[config.mk]
export PLATFORM = sky130hd
export DESIGN_NAME = rtcsq_regs
export DESIGN_NICKNAME = d
export VERILOG_FILES = /design/src/hw/rtcsq_regs.v
export VERILOG_INCLUDE_DIRS = /design/src /design/src/pkg
export SDC_FILE = /design/constraint.sdc
export NUM_CORES = 1
export LEC_CHECK = 0
export BUFFER_PORTS_ARGS = -buffer_cell sky130_fd_sc_hd__buf_4
export CAP_MARGIN = 20
export CORE_ASPECT_RATIO = 1.1
export CORE_UTILIZATION = 55
export CTS_CLUSTER_DIAMETER = 40
export DETAILED_ROUTE_END_ITERATION = 12
export MAX_ROUTING_LAYER = met4
export PLACE_DENSITY = 0.82
export SYNTH_ARGS = -nofsm -noshare
export SYNTH_HDL_FRONTEND = slang
export SYNTH_SLANG_ARGS = --single-unit
[constraint.sdc]
create_clock -name sys_clk -period 8.5 [get_ports sys_clk]
set_input_delay 0.425 -clock sys_clk [delete_from_list [all_inputs] [get_ports sys_clk]]
set_output_delay 0.425 -clock sys_clk [all_outputs]
set_load 0.05 [all_outputs]
[src/pkg/rtcsq_consts.vh]
// Register map, field positions, reset values and timing constants of the clock block
`ifndef RTCSQ_CONSTS_VH
`define RTCSQ_CONSTS_VH

// ==========================================
// Register offsets (byte addresses)
`define RTQ_OFF_SEC 5'h00
`define RTQ_OFF_SSEC 5'h04
`define RTQ_OFF_TODA 5'h08
`define RTQ_OFF_SSECA 5'h0C
`define RTQ_OFF_CTRL 5'h10
`define RTQ_OFF_TRIM 5'h14
`define RTQ_OFF_OSC 5'h18

// ==========================================
// Control register fields
`define RTQ_B_EN 0
`define RTQ_B_TOD_IE 1
`define RTQ_B_INT_IE 2
`define RTQ_B_BUSY 3
`define RTQ_B_RDY 4
`define RTQ_B_READY_INTERRUPT_ENABLE 5
`define RTQ_B_TOD_FL 6
`define RTQ_B_INT_FL 7
`define RTQ_B_SQW_EN 8
`define RTQ_B_SEL_LO 9
`define RTQ_B_SEL_HI 10
`define RTQ_B_RD_EN 14
`define RTQ_B_WR_EN 15

// Oscillator control: raw output bit
`define RTQ_B_RAW 5

// Square-wave select codes
`define RTQ_SEL_1HZ 2'h0
`define RTQ_SEL_512HZ 2'h1
`define RTQ_SEL_4KHZ 2'h2

// ==========================================
// Reset values
`define RTQ_RST_OSC 32'h0000_0009
`define RTQ_RST_ZERO 32'h0000_0000

// ==========================================
// Trim phase accumulator: one 32k edge is 1e6 units, one 4096 Hz tick is 8e6
`define RTQ_PH_STEP 24'h0F_4240
`define RTQ_PH_PERIOD 24'h7A_1200

// Sub-second wrap value and elapsed-counter period mask (32 s)
`define RTQ_SSEC_MAX 12'hFFF
`define RTQ_ELAPSE_MASK 5'h1F

// ==========================================
// Timing
`define RTQ_CLK_NS 25
`define RTQ_READY_NS 120000

`endif

[src/hw/rtcsq_regs.v]
// Real-time clock register bank with trimmed time base, alarms and square-wave output
`timescale 1ns/1ps
`default_nettype none
`include "rtcsq_consts.vh"

module rtcsq_regs #(
  parameter integer READY_CYCLES = (`RTQ_READY_NS + `RTQ_CLK_NS - 1) / `RTQ_CLK_NS
)
(
  input wire sys_clk,
  input wire nrst,
  input wire periph_rst,
  input wire oscillator_input_pin,
  input wire [4:0] addr,
  input wire [31:0] wdata,
  input wire wr,
  input wire rd,
  output reg [31:0] rdata,
  output reg calibration_output_pin,
  output reg clock_irq,
  output reg wakeup_req
);

  // ==========================================
  // Address decode
  function hit;
    input [4:0] a;
    input [4:0] off;
    begin
      hit = (a == off);
    end
  endfunction

  // ==========================================
  // State
  reg osc_d;
  reg osc_d2;
  reg [23:0] phase;
  reg tick4k;
  reg [2:0] div8;
  reg [31:0] seconds_count;
  reg [11:0] subsecond_count;
  reg [19:0] day_alarm_match;
  reg [31:0] interval_alarm_reload;
  reg [31:0] int_cnt;
  reg [7:0] trim;
  reg [23:0] elapsed;
  reg [31:0] oscillator_control;
  reg en;
  reg day_alarm_enable;
  reg interval_alarm_enable;
  reg rd_en;
  reg sqw_en;
  reg [1:0] sqw_sel;
  reg day_flag;
  reg int_flag;
  reg rdy;
  reg [12:0] rdy_cnt;
  reg busy;
  reg [4:0] pend_addr;
  reg [31:0] pend_data;
  reg pend_wen;
  reg day_hit_q;
  reg wr_en;
  reg ready_interrupt_enable;

  wire tick32k;
  wire [23:0] next_phase;
  wire step;
  wire ssec_wrap;
  wire [31:0] sec_inc;
  wire day_hit;
  wire int_run;
  wire apply;
  wire acc_sec;
  wire acc_ssec;
  wire acc_toda;
  wire acc_sseca;
  wire acc_ctrl;
  wire acc_trim;
  wire acc_osc;
  wire stage;
  reg next_sqw;
  reg [31:0] next_rdata;

  // ==========================================
  // Time base
  assign tick32k = osc_d & ~osc_d2;
  // Phase gains 1e6 (+trim) per 32k edge; a tick every 8e6 gives 1ppm per step
  assign next_phase = phase + `RTQ_PH_STEP + {{16{trim[7]}}, trim};

  always @(posedge sys_clk or negedge nrst)
  begin
    if (!nrst)
    begin
      osc_d <= 1'b0;
      osc_d2 <= 1'b0;
      phase <= 24'h00_0000;
      tick4k <= 1'b0;
      div8 <= 3'h0;
    end
    else
    begin
      osc_d <= oscillator_input_pin;
      osc_d2 <= osc_d;
      tick4k <= 1'b0;
      if (tick32k)
      begin
        div8 <= div8 + 3'h1;
        if (next_phase >= `RTQ_PH_PERIOD)
        begin
          phase <= next_phase - `RTQ_PH_PERIOD;
          tick4k <= 1'b1;
        end
        else
        begin
          phase <= next_phase;
        end
      end
    end
  end

  // ==========================================
  // Write acceptance
  // Writes except to the oscillator register are staged and applied on the next 32k edge, which acts as the acknowledge
  assign acc_sec = wr & ~busy & hit(addr, `RTQ_OFF_SEC);
  assign acc_ssec = wr & ~busy & hit(addr, `RTQ_OFF_SSEC);
  assign acc_toda = wr & ~busy & hit(addr, `RTQ_OFF_TODA) & (~day_alarm_enable | ~en);
  assign acc_sseca = wr & ~busy & hit(addr, `RTQ_OFF_SSECA) & (~interval_alarm_enable | ~en);
  assign acc_ctrl = wr & ~busy & hit(addr, `RTQ_OFF_CTRL);
  assign acc_trim = wr & ~busy & hit(addr, `RTQ_OFF_TRIM) & wr_en;
  assign acc_osc = wr & hit(addr, `RTQ_OFF_OSC) & wr_en;
  assign stage = acc_sec | acc_ssec | acc_toda | acc_sseca | acc_ctrl | acc_trim;
  assign apply = busy & tick32k;

  // ==========================================
  // Counters and alarms
  assign step = tick4k & en;
  assign ssec_wrap = (subsecond_count == `RTQ_SSEC_MAX);
  assign sec_inc = seconds_count + 32'h0000_0001;
  assign day_hit = (seconds_count[19:0] == day_alarm_match);
  assign int_run = en & interval_alarm_enable;

  always @(posedge sys_clk or negedge nrst)
  begin
    if (!nrst)
    begin
      seconds_count <= `RTQ_RST_ZERO;
      subsecond_count <= 12'h000;
      day_alarm_match <= 20'h0_0000;
      interval_alarm_reload <= `RTQ_RST_ZERO;
      int_cnt <= `RTQ_RST_ZERO;
      trim <= 8'h00;
      elapsed <= 24'h00_0000;
      oscillator_control <= `RTQ_RST_OSC;
      en <= 1'b0;
      day_alarm_enable <= 1'b0;
      interval_alarm_enable <= 1'b0;
      rd_en <= 1'b0;
      sqw_en <= 1'b0;
      sqw_sel <= 2'h0;
      day_flag <= 1'b0;
      int_flag <= 1'b0;
      rdy <= 1'b0;
      rdy_cnt <= 13'h0000;
      busy <= 1'b0;
      pend_addr <= 5'h00;
      pend_data <= `RTQ_RST_ZERO;
      pend_wen <= 1'b0;
      day_hit_q <= 1'b1; // Seconds and match both reset to zero; no false alarm
    end
    else
    begin
      day_hit_q <= day_hit;
      if (acc_osc)
      begin
        oscillator_control <= wdata;
      end
      // Busy handshake
      if (stage)
      begin
        busy <= 1'b1;
        pend_addr <= addr;
        pend_data <= wdata;
        pend_wen <= wr_en;
      end
      else if (apply)
      begin
        busy <= 1'b0;
      end
      // Time counters
      if (step)
      begin
        subsecond_count <= subsecond_count + 12'h001;
        if (ssec_wrap)
        begin
          seconds_count <= sec_inc;
          if ((sec_inc[4:0] & `RTQ_ELAPSE_MASK) == 5'h00)
          begin
            elapsed <= elapsed + 24'h00_0001;
          end
        end
      end
      // Interval counter held at start value while stopped, so enabling reloads it
      if (!int_run)
      begin
        int_cnt <= interval_alarm_reload;
      end
      else if (tick4k)
      begin
        if (&int_cnt)
        begin
          int_cnt <= interval_alarm_reload;
        end
        else
        begin
          int_cnt <= int_cnt + 32'h0000_0001;
        end
      end
      // Software updates land here, after hardware counting
      if (apply)
      begin
        case (pend_addr)
          `RTQ_OFF_SEC:
          begin
            seconds_count <= pend_data;
          end
          `RTQ_OFF_SSEC:
          begin
            subsecond_count <= pend_data[11:0];
          end
          `RTQ_OFF_TODA:
          begin
            day_alarm_match <= pend_data[19:0];
          end
          `RTQ_OFF_SSECA:
          begin
            interval_alarm_reload <= pend_data;
          end
          `RTQ_OFF_TRIM:
          begin
            trim <= pend_data[7:0];
            elapsed <= pend_data[31:8];
          end
          `RTQ_OFF_CTRL:
          begin
            if (pend_wen)
            begin
              en <= pend_data[`RTQ_B_EN];
            end
            day_alarm_enable <= pend_data[`RTQ_B_TOD_IE];
            interval_alarm_enable <= pend_data[`RTQ_B_INT_IE];
            rd_en <= pend_data[`RTQ_B_RD_EN];
            sqw_en <= pend_data[`RTQ_B_SQW_EN];
            sqw_sel <= pend_data[`RTQ_B_SEL_HI:`RTQ_B_SEL_LO];
            day_flag <= pend_data[`RTQ_B_TOD_FL];
            int_flag <= pend_data[`RTQ_B_INT_FL];
            if (!pend_data[`RTQ_B_RDY])
            begin
              rdy <= 1'b0;
            end
          end
          default:
          begin
            busy <= 1'b0;
          end
        endcase
      end
      // Hardware sets come last so a coincident clear never loses an event
      if (day_hit & ~day_hit_q)
      begin
        day_flag <= 1'b1;
      end
      if (int_run & tick4k & (&int_cnt))
      begin
        int_flag <= 1'b1;
      end
      if (step)
      begin
        rdy <= 1'b1;
        rdy_cnt <= READY_CYCLES[12:0];
      end
      else if (rdy_cnt != 13'h0000)
      begin
        rdy_cnt <= rdy_cnt - 13'h0001;
        if (rdy_cnt == 13'h0001)
        begin
          rdy <= 1'b0;
        end
      end
    end
  end

  // ==========================================
  // Fields also cleared by system and peripheral reset
  always @(posedge sys_clk or negedge nrst)
  begin
    if (!nrst)
    begin
      wr_en <= 1'b0;
      ready_interrupt_enable <= 1'b0;
    end
    else if (periph_rst)
    begin
      wr_en <= 1'b0;
      ready_interrupt_enable <= 1'b0;
    end
    else if (apply && pend_addr == `RTQ_OFF_CTRL)
    begin
      wr_en <= pend_data[`RTQ_B_WR_EN];
      ready_interrupt_enable <= pend_data[`RTQ_B_READY_INTERRUPT_ENABLE];
    end
  end

  // ==========================================
  // Square-wave source
  always @*
  begin
    next_sqw = 1'b0;
    if (oscillator_control[`RTQ_B_RAW])
    begin
      next_sqw = osc_d;
    end
    else if (sqw_en)
    begin
      case (sqw_sel)
        `RTQ_SEL_1HZ:
        begin
          next_sqw = en & subsecond_count[11];
        end
        `RTQ_SEL_512HZ:
        begin
          next_sqw = en & subsecond_count[2];
        end
        `RTQ_SEL_4KHZ:
        begin
          next_sqw = div8[2];
        end
        default:
        begin
          next_sqw = 1'b0;
        end
      endcase
    end
  end

  // ==========================================
  // Read mux; read data stand only in the cycle after the strobe
  always @*
  begin
    next_rdata = `RTQ_RST_ZERO;
    case (addr)
      `RTQ_OFF_SEC:
      begin
        next_rdata = seconds_count;
      end
      `RTQ_OFF_SSEC:
      begin
        next_rdata = {20'h0_0000, subsecond_count};
      end
      `RTQ_OFF_TODA:
      begin
        next_rdata = {12'h000, day_alarm_match};
      end
      `RTQ_OFF_SSECA:
      begin
        next_rdata = interval_alarm_reload;
      end
      `RTQ_OFF_CTRL:
      begin
        next_rdata = {16'h0000, wr_en, rd_en, 3'h0, sqw_sel, sqw_en, int_flag, day_flag,
                      ready_interrupt_enable, rdy, busy, interval_alarm_enable, day_alarm_enable, en};
      end
      `RTQ_OFF_TRIM:
      begin
        next_rdata = {elapsed, trim};
      end
      `RTQ_OFF_OSC:
      begin
        next_rdata = oscillator_control;
      end
      default:
      begin
        next_rdata = `RTQ_RST_ZERO;
      end
    endcase
  end

  // ==========================================
  // Registered outputs
  always @(posedge sys_clk or negedge nrst)
  begin
    if (!nrst)
    begin
      rdata <= `RTQ_RST_ZERO;
      calibration_output_pin <= 1'b0;
      clock_irq <= 1'b0;
      wakeup_req <= 1'b0;
    end
    else
    begin
      rdata <= rd ? next_rdata : `RTQ_RST_ZERO;
      calibration_output_pin <= next_sqw;
      clock_irq <= (day_flag & day_alarm_enable) | (int_flag & interval_alarm_enable)
                   | (rdy & ready_interrupt_enable);
      wakeup_req <= int_flag;
    end
  end

endmodule

`default_nettype wire

; ---- After elaboration in Yosys (flattened, before gate mapping)
; Index checks and enable logic that the tools add are counted.
[op_classes]
addsub = 9
mux = 45
eq_ne = 17
order_cmp = 1
bitwise_logic = 39
n_reduce_logical = 21
[ops]
columns = operator, n
row1 = two-way mux 32 bit, 8
row2 = case mux 32 bit (7 select lines), 1
row3 = two-way mux 24 bit, 6
row4 = adder 32 x 1 -> 32 bit (second input constant), 2
row5 = two-way mux 12 bit, 3
row6 = AND reduction 32 bit, 1
row7 = two-way mux 13 bit, 2
row8 = == test 5 bit (second input constant), 5
row9 = adder 24 x 1 -> 24 bit (second input constant), 1
row10 = adder 24 x 20 -> 24 bit (second input constant), 1
row11 = adder 24 bit, 1
row12 = bitwise AND 1 bit, 24
row13 = greater-or-equal comparator 24 x 23 -> 1 bit (second input constant), 1
row14 = two-way mux 1 bit, 24
row15 = subtractor 24 x 23 -> 24 bit (second input constant), 1
row16 = == test 20 bit, 1
row17 = == test 5 x 4 -> 1 bit (second input constant), 4
row18 = logical NOT 5 bit, 3
row19 = == test 13 x 1 -> 1 bit (second input constant), 1
row20 = nonzero test 13 bit, 1
row21 = subtractor 13 x 1 -> 13 bit (second input constant), 1
row22 = adder 12 x 1 -> 12 bit (second input constant), 1
row23 = == test 12 bit (second input constant), 1
row24 = AND reduction 2 bit, 6
row25 = 13 further kinds, 32
[totals]
elab_cells = 166
regBits = 322
in_bits = 43
output_inout_bits = 35

; ---- Logic depth before layout (Yosys ltp)
; Gate-level depths: netlist (run 1).
[logic_depth]
depth_word = 11
ltp_mapped = 18
depth_no_buf = 17

; ---- Worst setup path after synthesis (run 1)
; Ideal clock, no wire load.
[synth_timing]
kind = reg2reg
from = register trim[7]
to = register phase[10]
required_time_ns = 8.374
path_slack_ns = 4.854
arrival_ns = 3.520
setup_time_ns = 0.126
n_path_buf = 1
path_stages_with_launch = 15
period_less_slack_ns = 3.646
cell_sequence = dfrtp_1 inv_1 ha_1 inv_1 ha_1 o21ai_0 o21bai_1 a31o_1 or3_1 a222oi_1 a31oi_1 o211ai_2 buf_6 nand2_4 a221o_1
[synth_between]
elab_chain_cells = 3
elab_cells_between_ends = 4
cone_classes = add/sub: 2 / order compare: 1 / mux: 1
[synth_rtl]
columns = item, line
row1 = from (decl), rtcsq_regs.v:46  ; reg [7:0] trim;
row2 = from (signal assigned), rtcsq_regs.v:242  ; trim <= pend_data[7:0];
row3 = adder 24 bit (*), rtcsq_regs.v:90  ; assign next_phase = phase + `RTQ_PH_STEP + {{16{trim[7]}}, trim};
row4 = subtractor 24 x 23 -> 24 bit (no source line) / greater-or-equal comparator 24 x 23 -> 1 bit (equally long branches), -
row5 = two-way mux 24 bit (*), rtcsq_regs.v:110  ; if (next_phase >= `RTQ_PH_PERIOD)
row6 = to (signal assigned), rtcsq_regs.v:112  ; phase <= next_phase - `RTQ_PH_PERIOD;
row7 = to (signal assigned), rtcsq_regs.v:117  ; phase <= next_phase;
row8 = to (decl), rtcsq_regs.v:38  ; reg [23:0] phase;
; Mark *: on every way between the ends. The rest lies on a longest branch, timed or not.
; A chain may end at the register's enable or synchronous reset.

; ---- Worst setup path in the final report (run 1)
[layout_timing]
from = register trim[7]
to = register phase[16]
; Same word-level chain as after synthesis.

==> flow_summary_export.csv, run 1 <==
group,metric,value,unit
global_routing,first_global_vias,13300,
sta,grt_setup_unrepaired,"no",
global_routing,overflow,0,
global_routing,grt_usage,28.9,%
clocking,cts_sinks,322,
critical_path,crit_required,8950,ps
logic_synthesis,synth_cells,1717,
clocking,cts_tree,"yes",
logic_synthesis,synth-main-ff-cell,"dfrtp_1",
drt,drc_errors,0,
critical_path,crit_type,"flop to flop",
logic_synthesis,yosys_warnings,0,
job,cap_violations,0,
logic_synthesis,synth_area_leaders,"dfrtp_1 47%, mux2_2 8.8%, a21oi_1 5.0%",
logic_synthesis,ys_seq_area_share,47.6,%
logic_synthesis,ys_top_cells_by_count,"319 x dfrtp_1, 200 x nand2_1, 168 x a21oi_1, 132 x mux2_2, 127 x nor2_1",
logic_synthesis,synth-seq-cells,322,
cells_and_area,final_cells,2216,
sta,relSlewSlack,25.6,%
drt,wl_met3,2720,um
logic_synthesis,yosysUniqueCellTypes,70,
critical_path,crit_fanout,13,
logic_synthesis,synthArstFlopShare,100,%
placed_design,routabilityCongestion,0.909,
clocking,clockRootBuffer,"clkbuf_16",
cells_and_area,final_layout_size_suffix_gt1_share,17.7,%
logic_synthesis,yosysMostFrequentCell,"dfrtp_1",
sta,min_period,4640,ps
cells_and_area,fin_nets,1868,
drt,detail_route.wl_per_cell,19.7,um
die,floorplan.initialDensity,55.8,%
drt,route.vias.total,13600,
placed_design,dp_hpwl,29700,um
sta,worst_slew_pin_slew,1110,ps
logic_synthesis,synth_edf_count,0,
drt,route.met2.wl,21100,um
power_and_ir_drop,power.density,320,mW/mm^2
clocking,cts_made_buffers,41,
critical_path,crit_path_end_kind,"flop",
drt,routed_wl,43600,um
sta,post-route-period-util,54.6,%
clocking,cts_resized,0,
status,status,"complete, no violations",
sta,max_freq,216,MHz
drt,via_per_inst,6.12,
cells_and_area,fin_util,63.7,%
drt,firstDrtPassIters,6,
placed_design,dp.cells,2138,
clocking,hold_buffers,2,
critical_path,startpoint_type,"flop",
cells_and_area,finalInstanceArea,0.0193,mm^2
cells_and_area,syn_to_final_growth,14.2,%
die,die_w,169,um
placed_design,portBuffers,77,
drt,top_layer,"met4",
critical_path,slowest_delay,630,ps
sta,timing_hold_violations_final,0,
drt,antenna_left,0,
sta,clock-skew-final,21.1,ps
clocking,htreeDepth,2,
logic_synthesis,syn_avg_cell_area,9.86,um^2
drt,drtIter0Drc,1259,
critical_path,cp_cell_sequence,"inv_1, ha_1, inv_1, ha_1, a21oi_1, o21ai_0, a31oi_1, o211ai_1, a222oi_1, a31oi_1, o211ai_2, a21boi_0, xor2_1, o21ai_1",
placed_design,dpl-instance-area,0.0179,mm^2
die,ioPinCount,78,
sta,finalMaxSlewViolations,0,
clocking,clk_pin_slew,60,ps
logic_synthesis,yosysTopAreaCell,"dfrtp_1",
global_routing,grt_max_degree,149,
power_and_ir_drop,ir_worst_vdd,215,uV
sta,holdWs,97.1,ps
sta,tns,0,ps
hold_path,min_path_type,"input port to flop",
clocking,post-cts-setup-buffers,0,
drt,met1_length,17900,um
logic_synthesis,syn_nets,1815,
power_and_ir_drop,p_leak,8.81,nW
die,core,0.0303,mm^2
logic_synthesis,yosysTopAreaCellShare,47.2,%
logic_synthesis,syn-cell-area,0.0169,mm^2
die,die_y,186,um
clocking,insertion_delay,530,ps
clocking,clock_path_buffers,3,
sta,setup_violations,0,
cells_and_area,antenna_cells,0,
global_routing,grt_pass1_wl,69700,um
die,die_area,0.0315,mm^2
critical_path,crit_arrival,5090,ps
global_routing,antenna_found_initial,1,
die,rows,67,
critical_path,slowest_stage,"dfrtp_1",
[final timing paths]
kind                       startpoint                      to  depth (start not counted)  slack (ps)
max reg2reg                   trim[7]               phase[16]                         14        3860
min                        periph_rst                   wr_en                          2         100
max in group asynchronous        nrst  oscillator_control[18]                          3        6530
min in group asynchronous        nrst               phase[18]                          2         530
max                           trim[7]               phase[16]                         14        3860
min reg2reg                     osc_d                  osc_d2                          0         420
[logic make-up (layout without fill, tap and decap cells)]
logic type,Yosys count,after routing,synth area share (%)
flops,322,322,47.6
buf+inv,130,215,2.98
compound gates,390,390,13.6
simple gates,530,530,14.4
mux,170,170,11.0
fa+ha+maj,55,55,4.11
xor+xnor,120,120,6.21
[cells in the final DEF (no fill, tap or decap), types with 5 or more instances in the layout]
master     netlist  layout
o22ai_1         23      23
dfrtp_1        319     319
clkbuf_8         0       6
buf_4            0      92
nor4_1          11      11
a22oi_1         13      13
a211oi_1         7       7
ha_1            54      54
nor2b_1          5       5
nor2_1         127     127
and2_1          11      11
or2_2            5       5
clkbuf_16        0      43
or3_1            9       9
xor2_1          65      65
and3_1          25      25
nor3_1          25      24
nand2b_1         6       6
inv_1           43      43
a21o_1          10      10
o21ai_0         92      92
xnor2_1         55      55
mux2_2         132     132
nand4_1         27      27
nand2_1        200     200
a31oi_1          9       9
o21ai_1         11      11
a222oi_1        14      14
nand3_1         59      59
a221oi_1         8       8
mux2i_1         38      38
a21oi_1        168     167
[final cells by class]
| cell class | count | area, um^2 |
|---|---|---|
| fill | 2373 | 11000 |
| multi-input combinational | 1265 | 8380 |
| sequential | 322 | 8060 |
| clock buffer | 53 | 1170 |
| timing repair buffer | 97 | 766 |
| tap | 414 | 518 |
| clock inverter | 22 | 263 |
| inverter | 43 | 161 |
[where the power goes]
part	internal, mW	total (mW)	switching (mW)
logic	0.849	1.89	1.04
clock network	1.11	1.80	0.685
registers	1.96	2.51	0.550
[layer usage]
metal | vias to the layer above | global-route usage (%)
met2 | 540 | 47.0
met5 | - | -
met1 | 6686 | 36.1
met4 | 0 | 13.1
li1 | 6219 | -
met3 | 117 | 3.74
[per-stage QoR]
step	worst slack (ps)	power [mW]
global route	3510	6.54
floorplan	4850	3.79
CTS	3910	6.19
detailed placement	3930	4.37
finish	3860	6.19
global placement	4070	4.26
[worst max-delay path: cells and delay by family (launching register included)]
family                   cells  cell delay [ps]
XOR/XNOR                     1              170
flip-flops                   1              630
AO/OA/AOI/OAI                9             2860
adder cells (fa/ha/maj)      2              560
buffers and inverters        2              330
[registers in the layout, indices dropped and copies added (netlist names), 2 cells and up]
register	cells
int_cnt	32
interval_alarm_reload	32
oscillator_control	32
pend_data	32
rdata	32
seconds_count	32
elapsed	24
phase	24
day_alarm_match	20
rdy_cnt	13
subsecond_count	12
trim	8
pend_addr	5
div8	3
sqw_sel	2
Note: power is estimated with default switching activity, not from simulation.
==> run 2: changes to the inputs <==
PLACE_DENSITY = 0.84   (was 0.82)
clock period = 4 ns   (was 8.5 ns; I/O delays follow)
==> flow_summary_export.csv, run 2 (synthesized netlist as in run 1, its figures left out) <==
group,metric,value,unit
critical_path,crit_required,4450,ps
cells_and_area,finalInstanceArea,0.0199,mm^2
critical_path,crit_path_end_kind,"flop",
critical_path,crit_fanout,12,
sta,relSlewSlack,29.2,%
drt,via_per_inst,6.23,
die,core,0.0303,mm^2
placed_design,portBuffers,77,
power_and_ir_drop,p_leak,9.10,nW
cells_and_area,final_cells,2276,
power_and_ir_drop,switching_power,4.96,mW
power_and_ir_drop,combPwrFrac,31.5,%
power_and_ir_drop,pwr-share-seq,39.9,%
drt,routed_wl,46000,um
die,die_area,0.0315,mm^2
clocking,insertion_delay,540,ps
drt,antenna_left,0,
global_routing,grt_usage,30.6,%
clocking,clockRootBuffer,"clkbuf_16",
job,cap_violations,0,
sta,timing_hold_violations_final,0,
placed_design,place_worst_setup_slack,104,ps
drt,drtIter0Drc,1552,
power_and_ir_drop,p_clk_share,28.6,%
clocking,htreeDepth,2,
sta,tns,0,ps
power_and_ir_drop,p_int,8.46,mW
sta,worst_slack,243,ps
cells_and_area,fillCellCount,2240,
die,floorplan.initialDensity,55.8,%
drt,drc_errors,0,
placed_design,dpl-instance-area,0.0180,mm^2
critical_path,startpoint_type,"flop",
placed_design,routabilityCongestion,0.941,
sta,finalMaxSlewViolations,0,
drt,route.vias.total,14200,
placed_design,dp_hpwl,29700,um
drt,detail_route.wl_per_cell,20.2,um
global_routing,first_global_vias,14200,
critical_path,crit_arrival,4210,ps
sta,setup_violations,0,
die,die_w,169,um
sta,holdWs,287,ps
hold_path,min_path_type,"input port to async pin",
sta,post-route-period-util,93.9,%
global_routing,overflow,0,
status,status,"complete, no violations",
cells_and_area,final_common_cell,"dfrtp_1",
cells_and_area,antenna_cells,0,
cells_and_area,syn_to_final_growth,17.9,%
global_routing,grt_max_degree,98,
power_and_ir_drop,power.density,672,mW/mm^2
die,rows,67,
drt,firstDrtPassIters,7,
cells_and_area,layout_common_cells,"319 x dfrtp_1, 200 x nand2_1, 167 x a21oi_1",
cells_and_area,fin_nets,1928,
placed_design,dp.cells,2161,
sta,worst_slew_pin_slew,1060,ps
clocking,clk_pin_slew,60,ps
cells_and_area,multi_input_area,0.00844,mm^2
critical_path,crit_type,"flop to flop",
cells_and_area,final_layout_size_suffix_gt1_share,19.0,%
sta,min_period,3760,ps
global_routing,antenna_found_initial,0,
clocking,cts_sinks,322,
cells_and_area,fin_util,65.7,%
sta,max_freq,266,MHz
power_and_ir_drop,total_power,13.4,mW
die,die_y,186,um
global_routing,grt_pass1_wl,73600,um
power_and_ir_drop,p_sw_share,36.9,%
clocking,cts_made_buffers,40,
sta,clock-skew-final,20.9,ps
power_and_ir_drop,ir_worst_vdd,407,uV
cells_and_area,seqCellArea,0.00806,mm^2
clocking,clock_path_buffers,3,
clocking,cts_tree,"yes",
die,ioPinCount,78,
[run 2: final timing paths]
check | end | slack [ps] | depth (start not counted) | startpoint
max reg2reg | phase[16] | 240 | 15 | phase[1]
min | phase[19] | 290 | 2 | nrst
min in group sys_clk | osc_d | 330 | 2 | oscillator_input_pin
min reg2reg | osc_d2 | 450 | 0 | osc_d
max in group asynchronous | oscillator_control[0] | 2720 | 3 | nrst
max | phase[16] | 240 | 15 | phase[1]
[run 2: critical path, stage by stage, from the launching register on]
cell	delay (ps)
dfrtp_1	380
ha_1	290
ha_1	220
fa_1	440
and3_1	190
o21ai_0	250
a21oi_1	170
or3_1	370
a222oi_1	260
buf_4	170
a31oi_2	120
o211ai_2	170
buf_4	210
a21boi_0	130
xor2_1	160
o21ai_1	130
[run 2: repair_timing]
item	4_1_cts	5_1_grt
hold buffers	37	0
endpoints found under the setup margin	0	15
gates resized for setup	0	17
hold endpoints to repair	161	0
setup buffers	0	1
[run 2: layout make-up]
cell class | count | share of cell area [%]
Timing Repair Buffer | 158 | 6.78
Tap cell | 414 | 2.60
Clock inverter | 21 | 1.47
Inverter | 43 | 0.809
Multi-Input combinational cell | 1265 | 42.3
Sequential cell | 322 | 40.4
Clock buffer | 53 | 5.62
[run 2: power by group through the flow]
stage / registers [mW] / logic (mW) / clock network (mW)
global route: 5.45 / 4.73 / 4.00
CTS: 5.28 / 4.12 / 3.85
detailed placement: 5.32 / 4.03 / 0
floorplan: 4.92 / 3.14 / 0
finish: 5.35 / 4.23 / 3.83
global placement: 5.25 / 3.87 / 0
[run 2: per-layer routing]
metal,GRT usage [%],vias to the layer above,share of wire [%]
met4,15.9,0,5.3
met2,49.9,709,49
met3,4.36,188,7.5
met1,37.2,6944,38
met5,-,-,0
li1,-,6329,-
